<file path="config.mk">
export PLATFORM = sky130hd
export DESIGN_NAME = lpd_core
export DESIGN_NICKNAME = d
export VERILOG_FILES = /design/src/rtl/lpd_pkg.sv /design/src/rtl/lpd_burst_if.sv /design/src/rtl/lpd_sync.sv /design/src/rtl/lpd_burst.sv /design/src/rtl/lpd_core.sv
export SDC_FILE = /design/constraint.sdc
export NUM_CORES = 1
export LEC_CHECK = 0
export BUFFER_PORTS_ARGS = -buffer_cell sky130_fd_sc_hd__buf_2
export CAP_MARGIN = 20
export CORE_ASPECT_RATIO = 1.25
export CORE_UTILIZATION = 40
export CTS_CLUSTER_SIZE = 14
export DETAILED_ROUTE_END_ITERATION = 6
export PLACE_DENSITY = 0.57
export SLEW_MARGIN = 20
export SYNTH_ARGS = -nofsm -noshare
export SYNTH_HDL_FRONTEND = slang
export SYNTH_SLANG_ARGS = --single-unit
</file>
<file path="constraint.sdc">
create_clock -name clock -period 19.3 [get_ports clock]
set_input_delay 0 -clock clock [delete_from_list [all_inputs] [get_ports clock]]
set_output_delay 0 -clock clock [all_outputs]
set_load 0.1 [all_outputs]
</file>
<file path="src/rtl/lpd_pkg.sv">
// Shared constants and types of the LPDDR4 read-burst core
package lpd_pkg;
	// Register byte offsets
	localparam logic [7:0] LPD_CTRL_OFS = 8'h00;
	localparam logic [7:0] LPD_STAT_OFS = 8'h04;
	localparam logic [7:0] LPD_SEED_OFS = 8'h08;
	localparam logic [7:0] LPD_CNT_OFS  = 8'h0C;
	// Field positions
	localparam int LPD_RL_MSB   = 5;
	localparam int LPD_TGL_BIT  = 8;
	localparam int LPD_EXT_BIT  = 9;
	localparam int LPD_OPEN_MSB = 7;
	localparam int LPD_BUSY_BIT = 8;
	localparam int LPD_ERR_BIT  = 16;
	// Reset values
	localparam logic [5:0]  LPD_RL_RST   = 6'h0E;
	localparam logic        LPD_TGL_RST  = 1'b1;
	localparam logic        LPD_EXT_RST  = 1'b0;
	localparam logic [15:0] LPD_SEED_RST = 16'h0000;
	// Smallest latency the line supports
	localparam logic [5:0]  LPD_RL_MIN   = 6'h04;
	// Strobe lengths in link half clocks
	localparam logic [5:0]  LPD_PRE_HALF  = 6'h04;
	localparam logic [5:0]  LPD_POST_STD  = 6'h01;
	localparam logic [5:0]  LPD_POST_EXT  = 6'h03;
	localparam logic [5:0]  LPD_BL16_HALF = 6'h10;
	localparam logic [5:0]  LPD_BL32_HALF = 6'h20;
	// Latency line depth in link clocks
	localparam int LPD_DLY_DEPTH = 64;
	// First-cycle opcodes on the low command lines
	localparam logic [1:0] LPD_OP_ACT = 2'h1;
	localparam logic [1:0] LPD_OP_RD  = 2'h2;
	localparam logic [1:0] LPD_OP_PRE = 2'h3;
	// Burst sequencer states
	typedef enum logic [3:0] {
		LPD_B_IDLE = 4'h1,
		LPD_B_PRE  = 4'h2,
		LPD_B_DATA = 4'h4,
		LPD_B_POST = 4'h8
	} lpd_bst_t;
	// Command decoder states
	typedef enum logic [2:0] {
		LPD_C_IDLE = 3'h1,
		LPD_C_ACT2 = 3'h2,
		LPD_C_CAS2 = 3'h4
	} lpd_cst_t;
endpackage : lpd_pkg

</file>
<file path="src/rtl/lpd_burst_if.sv">
// Link between the core and its burst sequencer
`timescale 1ns/1ns
interface lpd_burst_if;
	logic        half;     // Link half-clock tick
	logic        start;    // Preamble start request
	logic        bl32;     // 32-beat burst
	logic [7:0]  col;      // Start column
	logic        tgl_pre;  // Toggling preamble
	logic        ext_post; // Extended postamble
	logic [15:0] seed;     // Data pattern seed
	logic        busy;     // Sequencer active
	logic        done;     // Burst finished pulse
	logic        dqs;      // Strobe level
	logic        dqs_oe;   // Strobe driver on
	logic [15:0] dq;       // Data lanes
	logic        dq_oe;    // Data driver on
	modport ctl (output half, start, bl32, col, tgl_pre, ext_post,
		seed, input busy, done, dqs, dqs_oe, dq, dq_oe);
	modport brst (input half, start, bl32, col, tgl_pre, ext_post,
		seed, output busy, done, dqs, dqs_oe, dq, dq_oe);
endinterface : lpd_burst_if

</file>
<file path="src/rtl/lpd_sync.sv">
// Three-stage pin synchroniser with agreement filter
`timescale 1ns/1ns
module lpd_sync #(
	parameter int W = 1
) (
	input  wire logic         clock,
	input  wire logic         rst_b,
	input  wire logic [W-1:0] d,
	output logic      [W-1:0] q
);
	logic [W-1:0] s1_q; // Metastable stage
	logic [W-1:0] s2_q; // Second stage
	logic [W-1:0] s3_q; // Third stage

	// Shift chain; change taken once stages two and three agree
	always_ff @(posedge clock) begin
		if (!rst_b) begin
			s1_q <= '0;
			s2_q <= '0;
			s3_q <= '0;
			q    <= '0;
		end else begin
			s1_q <= d;
			s2_q <= s1_q;
			s3_q <= s2_q;
			if (s2_q == s3_q) begin
				q <= s3_q;
			end
		end
	end
endmodule : lpd_sync

</file>
<file path="src/rtl/lpd_burst.sv">
// Read burst sequencer: preamble, data beats, postamble
`timescale 1ns/1ns
module lpd_burst
	import lpd_pkg::*;
(
	input wire logic   clock,
	input wire logic   rst_b,
	lpd_burst_if.brst  b
);
	lpd_bst_t    st_q;     // Sequencer state
	logic [5:0]  cnt_q;    // Halves left in phase
	logic [4:0]  beat_q;   // Beat within burst
	logic [7:0]  col_q;    // Burst start column
	logic        bl32_q;   // Burst length select
	logic        tgl_q;    // Preamble mode
	logic        ext_q;    // Postamble mode
	logic        pend_q;   // Queued gapless burst
	logic        pbl_q;    // Queued length
	logic [7:0]  pcol_q;   // Queued column
	logic        dqs_q;    // Strobe
	logic        dqs_oe_q; // Strobe enable
	logic [15:0] dq_q;     // Data
	logic        dq_oe_q;  // Data enable
	logic        done_q;   // Completion pulse
	logic        go;       // Accept new burst
	logic        nbl;      // Next burst length
	logic [7:0]  ncol;     // Next burst column
	logic        last;     // Final data half

	// Beat pattern: seed mixed with column address
	function automatic logic [15:0] beat_data(
		input logic [7:0] c, input logic [4:0] n);
		beat_data = b.seed ^ {8'h00, c + {3'h0, n}};
	endfunction : beat_data

	// Halves minus one for a burst length
	function automatic logic [5:0] len_m1(input logic l32);
		len_m1 = (l32 ? LPD_BL32_HALF : LPD_BL16_HALF) - 6'h01;
	endfunction : len_m1

	assign go = b.half && b.start &&
		(st_q == LPD_B_IDLE || st_q == LPD_B_POST);
	assign last = (st_q == LPD_B_DATA) && (cnt_q == 6'h00);
	assign nbl  = pend_q ? pbl_q : b.bl32;
	assign ncol = pend_q ? pcol_q : b.col;

	// Burst sequencing and pin levels
	always_ff @(posedge clock) begin
		if (!rst_b) begin
			st_q     <= LPD_B_IDLE;
			cnt_q    <= 6'h00;
			beat_q   <= 5'h00;
			col_q    <= 8'h00;
			bl32_q   <= 1'b0;
			tgl_q    <= 1'b0;
			ext_q    <= 1'b0;
			dqs_q    <= 1'b0;
			dqs_oe_q <= 1'b0;
			dq_q     <= 16'h0000;
			dq_oe_q  <= 1'b0;
			done_q   <= 1'b0;
		end else begin
			done_q <= 1'b0;
			if (go) begin
				// (RULE16) preamble starts here
				st_q     <= LPD_B_PRE;
				cnt_q    <= LPD_PRE_HALF - 6'h01;
				col_q    <= b.col;
				bl32_q   <= b.bl32;
				tgl_q    <= b.tgl_pre;
				ext_q    <= b.ext_post;
				dqs_oe_q <= 1'b1;
				dqs_q    <= b.tgl_pre;
			end else if (b.half) begin
				unique case (st_q)
					LPD_B_IDLE: begin
						dqs_q <= 1'b0;
					end
					LPD_B_PRE: begin
						if (cnt_q == 6'h00) begin
							// (RULE18) first bit on strobe rise
							st_q    <= LPD_B_DATA;
							cnt_q   <= len_m1(bl32_q);
							beat_q  <= 5'h00;
							dq_q    <= beat_data(col_q, 5'h00);
							dq_oe_q <= 1'b1;
							dqs_q   <= 1'b1;
						end else begin
							// (RULE16) static or toggling
							cnt_q <= cnt_q - 6'h01;
							dqs_q <= tgl_q & ~dqs_q;
						end
					end
					LPD_B_DATA: begin
						if (last) begin
							done_q <= 1'b1;
							if (pend_q || b.start) begin
								// (RULE20) gapless follow-on
								col_q  <= ncol;
								bl32_q <= nbl;
								cnt_q  <= len_m1(nbl);
								beat_q <= 5'h00;
								dq_q   <= beat_data(ncol, 5'h00);
								dqs_q  <= 1'b1;
							end else begin
								// (RULE17) postamble length
								st_q    <= LPD_B_POST;
								cnt_q   <= (ext_q ? LPD_POST_EXT :
									LPD_POST_STD) - 6'h01;
								dq_oe_q <= 1'b0;
								dqs_q   <= 1'b0;
							end
						end else begin
							// (RULE13) successive beats, edge aligned
							cnt_q  <= cnt_q - 6'h01;
							beat_q <= beat_q + 5'h01;
							dq_q   <= beat_data(col_q, beat_q + 5'h01);
							dqs_q  <= ~dqs_q;
						end
					end
					LPD_B_POST: begin
						if (cnt_q == 6'h00) begin
							// (RULE21) release after postamble
							st_q     <= LPD_B_IDLE;
							dqs_oe_q <= 1'b0;
							dqs_q    <= 1'b0;
						end else begin
							cnt_q <= cnt_q - 6'h01;
							dqs_q <= ~dqs_q;
						end
					end
				endcase
			end
		end
	end

	// Queue a read that lands during data
	always_ff @(posedge clock) begin
		if (!rst_b) begin
			pend_q <= 1'b0;
			pbl_q  <= 1'b0;
			pcol_q <= 8'h00;
		end else if (b.half && last) begin
			pend_q <= 1'b0;
		end else if (b.half && b.start && st_q == LPD_B_DATA) begin
			// (RULE4) spacing makes the queue one deep
			pend_q <= 1'b1;
			pbl_q  <= b.bl32;
			pcol_q <= b.col;
		end
	end

	assign b.busy   = (st_q != LPD_B_IDLE);
	assign b.done   = done_q;
	assign b.dqs    = dqs_q;
	assign b.dqs_oe = dqs_oe_q;
	assign b.dq     = dq_q;
	assign b.dq_oe  = dq_oe_q;

	// Half counters watched by the checks
	logic [2:0] pre_h_q;
	logic [1:0] post_h_q;
	logic [6:0] dat_h_q;
	always_ff @(posedge clock) begin
		if (!rst_b) begin
			pre_h_q  <= 3'h0;
			post_h_q <= 2'h0;
			dat_h_q  <= 7'h00;
		end else if (go) begin
			pre_h_q  <= 3'h1;
		end else if (b.half) begin
			if (st_q == LPD_B_PRE && cnt_q != 6'h00)
				pre_h_q <= pre_h_q + 3'h1;
			if (st_q == LPD_B_PRE && cnt_q == 6'h00)
				dat_h_q <= 7'h01;
			else if (st_q == LPD_B_DATA && !(last && !pend_q &&
				!b.start))
				dat_h_q <= dat_h_q + 7'h01;
			if (last)
				post_h_q <= 2'h1;
			else if (st_q == LPD_B_POST && cnt_q != 6'h00)
				post_h_q <= post_h_q + 2'h1;
		end
	end
endmodule : lpd_burst

</file>
<file path="src/rtl/lpd_core.sv">
// Top of the LPDDR4 core model: pins, decode, banks, registers
//
// Design decisions made here: register access over AHB-Lite and the register offsets.
`timescale 1ns/1ns
// Function
// (RULE1) Same-bank activates spaced by active plus precharge
// (RULE2) Self refresh exit waits refresh plus margin
// (RULE3) Power-down exit waits larger of minima
// (RULE4) Column commands eight clocks apart, more for BL32
// (RULE5) Read to precharge waits its minimum
// (RULE6) Precharge and activate-to-column need minimum
// (RULE7) All-bank precharge waits before next activate
// (RULE8) Row open time bounded below and above
// (RULE9) Activates to different banks keep spacing
// (RULE10) Explicit precharges four clocks apart
// (RULE11) Four-activate window set by speed grade
// (RULE12) Column commands sampled at edge, bank open
// (RULE13) Bursts run on successive clocks, uninterrupted
// (RULE14) Two low column bits forced zero
// (RULE15) Data follows read latency after command
// (RULE16) Two-clock preamble, static or toggling
// (RULE17) Half or one-and-half clock postamble
// (RULE18) First bit on first post-preamble strobe rise
// (RULE19) Read-to-write turnaround kept by controller
// (RULE20) Reads every spacing interval run gapless
// (RULE21) Drivers only inside impedance windows
// (RULE22) Controller ignores strobe before preamble
// (RULE23) Controller keeps per-bank interval counters
module lpd_core
	import lpd_pkg::*;
(
	input  wire logic        clock,
	input  wire logic        rst_b,
	input  wire logic        hsel,
	input  wire logic [31:0] haddr,
	input  wire logic [1:0]  htrans,
	input  wire logic        hwrite,
	input  wire logic [2:0]  hsize,
	input  wire logic [31:0] hwdata,
	input  wire logic        hready,
	output logic             hreadyout,
	output logic             hresp,
	output logic      [31:0] hrdata,
	input  wire logic        ck_link,
	input  wire logic        cs_link,
	input  wire logic [5:0]  ca_link,
	output logic      [15:0] dq_o,
	output logic             dq_oe,
	output logic             dqs_o,
	output logic             dqs_oe
);
	lpd_burst_if bif ();

	logic        ck_s;      // Synced link clock
	logic        ck_prev_q; // Previous link clock
	logic        rise;      // Link rising edge
	logic        fall;      // Link falling edge
	logic [6:0]  cmd_s;     // Synced select and lines
	logic        cs_s;      // Synced select
	logic [5:0]  ca_s;      // Synced command lines
	lpd_cst_t    cst_q;     // Decoder state
	logic [2:0]  bank_q;    // Addressed bank
	logic        bl_q;      // Burst length of read
	logic [7:0]  open_q;    // Open banks
	logic        act_done;  // Activate completes
	logic        rd_done;   // Read completes
	logic        rd_ok;     // Read to open bank
	logic        pre_cmd;   // Precharge seen
	logic [63:0] dly_v_q;   // Latency line valid
	logic        dly_b_q [LPD_DLY_DEPTH];       // Line length
	logic [5:0]  dly_c_q [LPD_DLY_DEPTH];       // Line column
	logic [5:0]  tap;       // Preamble tap
	logic [5:0]  rl_q;      // Read latency
	logic        tgl_q;     // Toggling preamble
	logic        ext_q;     // Extended postamble
	logic [15:0] seed_q;    // Data seed
	logic [15:0] rcnt_q;    // Finished bursts
	logic        err_q;     // Read to closed bank
	logic        err_clr;   // Software clear
	logic        sel;       // Bus transfer taken
	logic        wr_q;      // Write data phase
	logic [7:0]  addr_q;    // Data phase offset
	logic [31:0] rd_mux;    // Read value

	// Link clock and command lines through synchronisers
	lpd_sync #(.W(1)) u_ck (
		.clock (clock),
		.rst_b (rst_b),
		.d     (ck_link),
		.q     (ck_s)
	);
	lpd_sync #(.W(7)) u_cmd (
		.clock (clock),
		.rst_b (rst_b),
		.d     ({cs_link, ca_link}),
		.q     (cmd_s)
	);
	assign cs_s = cmd_s[6];
	assign ca_s = cmd_s[5:0];

	// Link edge detector
	always_ff @(posedge clock) begin
		if (!rst_b) begin
			ck_prev_q <= 1'b0;
		end else begin
			ck_prev_q <= ck_s;
		end
	end
	assign rise = ck_s & ~ck_prev_q;
	assign fall = ~ck_s & ck_prev_q;

	// Two-cycle command decoder
	always_ff @(posedge clock) begin
		if (!rst_b) begin
			cst_q  <= LPD_C_IDLE;
			bank_q <= 3'h0;
			bl_q   <= 1'b0;
		end else if (rise) begin
			unique case (cst_q)
				LPD_C_IDLE: begin
					// (RULE12) sampled at link rise
					if (cs_s && ca_s[1:0] == LPD_OP_ACT) begin
						cst_q  <= LPD_C_ACT2;
						bank_q <= ca_s[4:2];
					end else if (cs_s && ca_s[1:0] == LPD_OP_RD) begin
						cst_q  <= LPD_C_CAS2;
						bank_q <= ca_s[4:2];
						bl_q   <= ca_s[5];
					end
				end
				LPD_C_ACT2: begin
					cst_q <= LPD_C_IDLE;
				end
				LPD_C_CAS2: begin
					cst_q <= LPD_C_IDLE;
				end
			endcase
		end
	end
	assign act_done = rise && cst_q == LPD_C_ACT2;
	assign rd_done  = rise && cst_q == LPD_C_CAS2;
	assign pre_cmd  = rise && cst_q == LPD_C_IDLE && cs_s &&
		ca_s[1:0] == LPD_OP_PRE;
	// (RULE12) only an open bank serves a read
	assign rd_ok    = rd_done && open_q[bank_q];

	// Open-bank tracking
	always_ff @(posedge clock) begin
		if (!rst_b) begin
			open_q <= 8'h00;
		end else if (act_done) begin
			open_q[bank_q] <= 1'b1;
		end else if (pre_cmd && ca_s[5]) begin
			// All-bank precharge
			open_q <= 8'h00;
		end else if (pre_cmd) begin
			open_q[ca_s[4:2]] <= 1'b0;
		end
	end

	// Read latency line, one slot per link clock
	always_ff @(posedge clock) begin
		if (!rst_b) begin
			dly_v_q <= 64'h0000_0000_0000_0000;
		end else if (rise) begin
			// (RULE15) latency counted from final command edge
			dly_v_q <= {dly_v_q[62:0], rd_ok};
		end
	end
	always_ff @(posedge clock) begin
		if (rise) begin
			dly_b_q[0] <= bl_q;
			dly_c_q[0] <= ca_s;
			for (int i = 1; i < LPD_DLY_DEPTH; i++) begin
				dly_b_q[i] <= dly_b_q[i-1];
				dly_c_q[i] <= dly_c_q[i-1];
			end
		end
	end

	// Preamble begins two link clocks before data
	assign tap       = rl_q - 6'h03;
	assign bif.half  = rise | fall;
	assign bif.start = rise & dly_v_q[tap];
	assign bif.bl32  = dly_b_q[tap];
	// (RULE14) low column bits not carried
	assign bif.col   = {dly_c_q[tap], 2'h0};
	assign bif.tgl_pre  = tgl_q;
	assign bif.ext_post = ext_q;
	assign bif.seed     = seed_q;

	lpd_burst u_burst (
		.clock (clock),
		.rst_b (rst_b),
		.b     (bif.brst)
	);

	// Pins straight from sequencer flops
	assign dq_o   = bif.dq;
	assign dq_oe  = bif.dq_oe;
	assign dqs_o  = bif.dqs;
	assign dqs_oe = bif.dqs_oe;

	// Bus address phase accepted
	assign sel = hsel && htrans[1] && hready;

	// Register read multiplexer
	always_comb begin
		rd_mux = 32'h0000_0000;
		case (haddr[7:0])
			LPD_CTRL_OFS: begin
				rd_mux[LPD_RL_MSB:0] = rl_q;
				rd_mux[LPD_TGL_BIT]  = tgl_q;
				rd_mux[LPD_EXT_BIT]  = ext_q;
			end
			LPD_STAT_OFS: begin
				rd_mux[LPD_OPEN_MSB:0] = open_q;
				rd_mux[LPD_BUSY_BIT]   = bif.busy;
				rd_mux[LPD_ERR_BIT]    = err_q;
			end
			LPD_SEED_OFS: rd_mux[15:0] = seed_q;
			LPD_CNT_OFS:  rd_mux[15:0] = rcnt_q;
			default:      rd_mux = 32'h0000_0000;
		endcase
	end

	// Bus slave: zero-wait, always OKAY
	always_ff @(posedge clock) begin
		if (!rst_b) begin
			wr_q      <= 1'b0;
			addr_q    <= 8'h00;
			hrdata    <= 32'h0000_0000;
			hreadyout <= 1'b1;
			hresp     <= 1'b0;
		end else begin
			wr_q <= sel && hwrite;
			if (sel) begin
				addr_q <= haddr[7:0];
			end
			if (sel && !hwrite) begin
				hrdata <= rd_mux;
			end
		end
	end

	// Control and seed registers
	always_ff @(posedge clock) begin
		if (!rst_b) begin
			rl_q   <= LPD_RL_RST;
			tgl_q  <= LPD_TGL_RST;
			ext_q  <= LPD_EXT_RST;
			seed_q <= LPD_SEED_RST;
		end else if (wr_q && addr_q == LPD_CTRL_OFS) begin
			// Latency below the line minimum is raised
			rl_q  <= (hwdata[LPD_RL_MSB:0] < LPD_RL_MIN) ?
				LPD_RL_MIN : hwdata[LPD_RL_MSB:0];
			tgl_q <= hwdata[LPD_TGL_BIT];
			ext_q <= hwdata[LPD_EXT_BIT];
		end else if (wr_q && addr_q == LPD_SEED_OFS) begin
			seed_q <= hwdata[15:0];
		end
	end

	// Closed-bank error flag; a new event beats the clear
	assign err_clr = wr_q && addr_q == LPD_STAT_OFS &&
		hwdata[LPD_ERR_BIT];
	always_ff @(posedge clock) begin
		if (!rst_b) begin
			err_q <= 1'b0;
		end else if (rd_done && !open_q[bank_q]) begin
			err_q <= 1'b1;
		end else if (err_clr) begin
			err_q <= 1'b0;
		end
	end

	// Finished burst counter
	always_ff @(posedge clock) begin
		if (!rst_b) begin
			rcnt_q <= 16'h0000;
		end else if (bif.done) begin
			rcnt_q <= rcnt_q + 16'h0001;
		end
	end

	// Latency watch for lone reads
	logic [6:0] lat_q;
	logic       solo_q;
	always_ff @(posedge clock) begin
		if (!rst_b) begin
			lat_q  <= 7'h00;
			solo_q <= 1'b0;
		end else if (rd_ok) begin
			lat_q  <= 7'h00;
			solo_q <= ~|dly_v_q & ~bif.busy;
		end else if (rise && lat_q != 7'h7F) begin
			lat_q <= lat_q + 7'h01;
		end
	end
endmodule : lpd_core

</file>
==> flow_summary.json <==
{
  "tightestPinTransition_ps": 1120,
  "clockBufferDepth": 3,
  "post-place-ws_ps": 14240,
  "max_freq_mhz": 200,
  "irDropWorstVdd_v": 0.0000706,
  "hp-class": "primary input to flop",
  "synth_xor_area_share_pct": 1.37,
  "switchingPower_mw": 0.600,
  "final_hold_viol_count": 0,
  "synth-seq-cells": 679,
  "fp.dieH_um": 295,
  "num-fill-cells": 5844,
  "clkTransAtPathRegs_ps": 60,
  "ys_types": 73,
  "endpoint_kind": "flop",
  "syn-cell-area_um2": 27500,
  "synthToLayoutAreaGrowth_pct": 14.0,
  "grt_pass1_vias": 15600,
  "path_class": "flop to flop",
  "crit_start": "rl_q[1]",
  "stdcell_count": 2805,
  "dp_hpwl_um": 31800,
  "ys.flop_type": "edfxtp_1",
  "synth_area_per_cell_um2": 15.5,
  "finalMaxSlewViolations": 0,
  "antenna_cells": 0,
  "dp.cells": 2628,
  "power_frac_comb_pct": 2.6,
  "r2r.worst_path.cells": 10,
  "finalWirelength_um": 55100,
  "power_density_nw_per_um2": 94.0,
  "final-setup-viol-count": 0,
  "power_frac_seq_pct": 52.2,
  "syn_inst": 1775,
  "cts_root_buf": "clkbuf_16",
  "timing.rr.start": "rl_q[1]",
  "rsz0062_at_grt": "false",
  "start_kind": "flop",
  "nets": 1976,
  "track_usage_pct": 16.1,
  "status": "finished clean",
  "synth_fa_ha_area_share_pct": 0.482,
  "slew_headroom_pct": 25.3,
  "p_clk_share_pct": 45.3,
  "fin_crit_ps": 4990,
  "gp_congestion": 0.810,
  "cts_made_buffers": 68,
  "cts_tree": "built",
  "synth_top_family_by_area": "multiplexers",
  "ys_seq_area_share_pct": 65.6,
  "dieArea_um2": 69900,
  "cp.required_ps": 19820,
  "ant_nets": 0,
  "numClockSinks": 679,
  "synthMuxAreaShare_pct": 18.1,
  "synth_edf_count": 448,
  "core_um2": 68100,
  "io_pins": 135,
  "r2r_end": "u_burst.beat_q[2]",
  "timing.setup.tns_ps": 0,
  "arrival_ps": 5510,
  "fin_crit_sh_pct": 25.9,
  "cts_resized": 0,
  "grt_start_max_net_pins": 225,
  "synth_top_cells_by_area": "edfxtp_1 49%, dfxtp_1 17%, mux4_2 13%, mux2i_1 4.5%, nor2_1 2.4%",
  "cts_hold_buf": 56,
  "drt_first_pass_iters": 4,
  "start_util_pct": 40.4,
  "routed-via-count": 15100,
  "fin_skew_ps": 20.4,
  "maxCapViolations": 0,
  "portBuffers": 74,
  "synth_compound_area_share_pct": 4.80,
  "critPathMaxFanout": 40,
  "yosys.area.top_type": "edfxtp_1",
  "fp.dieW_um": 237,
  "drive_above_1_share_pct": 19.3,
  "ys_warn_count": 0,
  "reg2reg_slack_ps": 14310,
  "crit_path_end": "u_burst.beat_q[2]",
  "switching_share_pct": 20.3,
  "setup_ws_ps": 14310,
  "cts_setup_buffers": 0,
  "route.detailed.drc": 0,
  "leakage_nw": 10.4,
  "clock_latency_ps": 600,
  "grt_pass1_wl_um": 88700,
  "h-tree-depth": 3,
  "wire_per_inst_um": 19.7,
  "antenna_found_initial": 0,
  "yosys.area_share.simple_pct": 6.96,
  "drt_iter0_drc": 1122,
  "row_count": 107,
  "grt.overflow.total": 0,
  "viasPerCell": 5.40,
  "synthArstFlopShare_pct": 0,
  "netlist.area_leader.share_pct": 48.9,
  "power.internal_mw": 2.35
}
[sequential cells by signal, summed over array words and instances (netlist names), 7 cells and up]
signal / cells
dly_c_q: 384
dly_b_q: 64
dly_v_q: 64
hrdata: 17
bif.seed: 16
rcnt_q: 16
u_burst.b.dq: 16
addr_q: 8
open_q: 8
u_cmd.q: 7
u_cmd.s1_q: 7
u_cmd.s2_q: 7
u_cmd.s3_q: 7
[cell usage after synthesis (all sizes together), types with 4 or more instances]
library cell	instances
edfxtp	448
dfxtp	231
nor2	175
mux4	163
mux2i	123
nand2	102
a21oi	69
clkbuf	65
buf	58
and2	32
a22oi	28
o21ai	27
xor2	27
nand3	22
nor3	21
inv	15
xnor2	14
a211oi	11
and3	9
ha	9
or3	9
nor2b	8
mux2	7
nand2b	7
o2bb2ai	7
a31oi	6
nand3b	6
nand4	6
o31ai	5
a2111oi	4
a21o	4
nor4	4
nor4b	4
o21a	4
or4	4
[stage by stage]
step / hold WS (ps) / cell area (um^2) / total power [mW] / utilization [%]
floorplan: 124 / 27600 / 1.63 / -
global placement: 211 / 28600 / 1.64 / 41.9
detailed placement: 210 / 28600 / 1.64 / 41.9
CTS: 100 / 31300 / 2.99 / 46.0
global route: 131 / 31400 / 3.05 / 46.1
finish: 138 / 31400 / 2.95 / 46.1
[power groups by stage]
stage               logic, mW  registers (mW)  clock network (mW)
floorplan              0.0566            1.57                   0
global placement       0.0692            1.57                   0
detailed placement     0.0697            1.57                   0
CTS                    0.0769            1.54                1.38
global route           0.0819            1.54                1.43
finish                 0.0764            1.54                1.34
[how the worst min path moves through the flow]
stage               startpoint            end  slack (ps)  cells past startpoint
finish              ca_link[3]  u_cmd.s1_q[3]         140                      3
detailed placement  ca_link[3]  u_cmd.s1_q[3]         210                      2
global route        ca_link[3]  u_cmd.s1_q[3]         130                      3
floorplan            hwdata[1]        rl_q[1]         120                      2
global placement    ca_link[4]  u_cmd.s1_q[4]         210                      2
CTS                 ca_link[3]  u_cmd.s1_q[3]         100                      3
[critical path: stages, from the launching register on]
cell and delay, ps:
dfxtp_1 430, ha_4 740, buf_4 680, mux4_2 600, mux2i_1 310, a21oi_1 90
o31ai_2 400, a21oi_2 290, o31ai_2 920, o21ai_0 210, a21oi_1 150
[cells by family (layout without fill, tap and decap cells)]
logic type	Yosys count	count (layout)
flops	679	679
xor+xnor	41	41
other cells	2	17
simple gates	419	419
fa+ha+maj	10	10
mux	293	293
compound gates	193	193
buf+inv	138	281
[cell type report]
class                      instances  area (um^2)  area share (%)
tap                              872         1090            3.47
multi-input combinational        973         8830            28.1
inverter                          15         61.3           0.195
clock buffer                      90         1830            5.81
sequential                       679        18100            57.6
clock inverter                    29          378            1.20
timing repair buffer             147         1130            3.60
[routing by layer]
metal	vias up	global-route usage, %	part of all wire (%)
met5	-	0	0
li1	6994	-	-
met1	7769	21.2	44
met3	91	2.55	4.3
met4	0	6.29	2.7
met2	279	26.7	49
[placed cells by master (no fill, tap or decap), drive strengths merged, types with 9 or more instances in the layout]
| cell | instances |
|---|---|
| edfxtp | 448 |
| dfxtp | 231 |
| nor2 | 175 |
| mux4 | 163 |
| mux2i | 123 |
| nand2 | 102 |
| buf | 91 |
| clkbuf | 90 |
| a21oi | 69 |
| dlygate4sd3 | 56 |
| and2 | 32 |
| a22oi | 28 |
| xor2 | 27 |
| o21ai | 27 |
| nand3 | 22 |
| nor3 | 21 |
| conb | 17 |
| inv | 17 |
| clkinv | 15 |
| xnor2 | 14 |
| a211oi | 11 |
| and3 | 9 |
| or3 | 9 |
| bufinv | 9 |
| ha | 9 |
(Power assumes the default switching activity.)
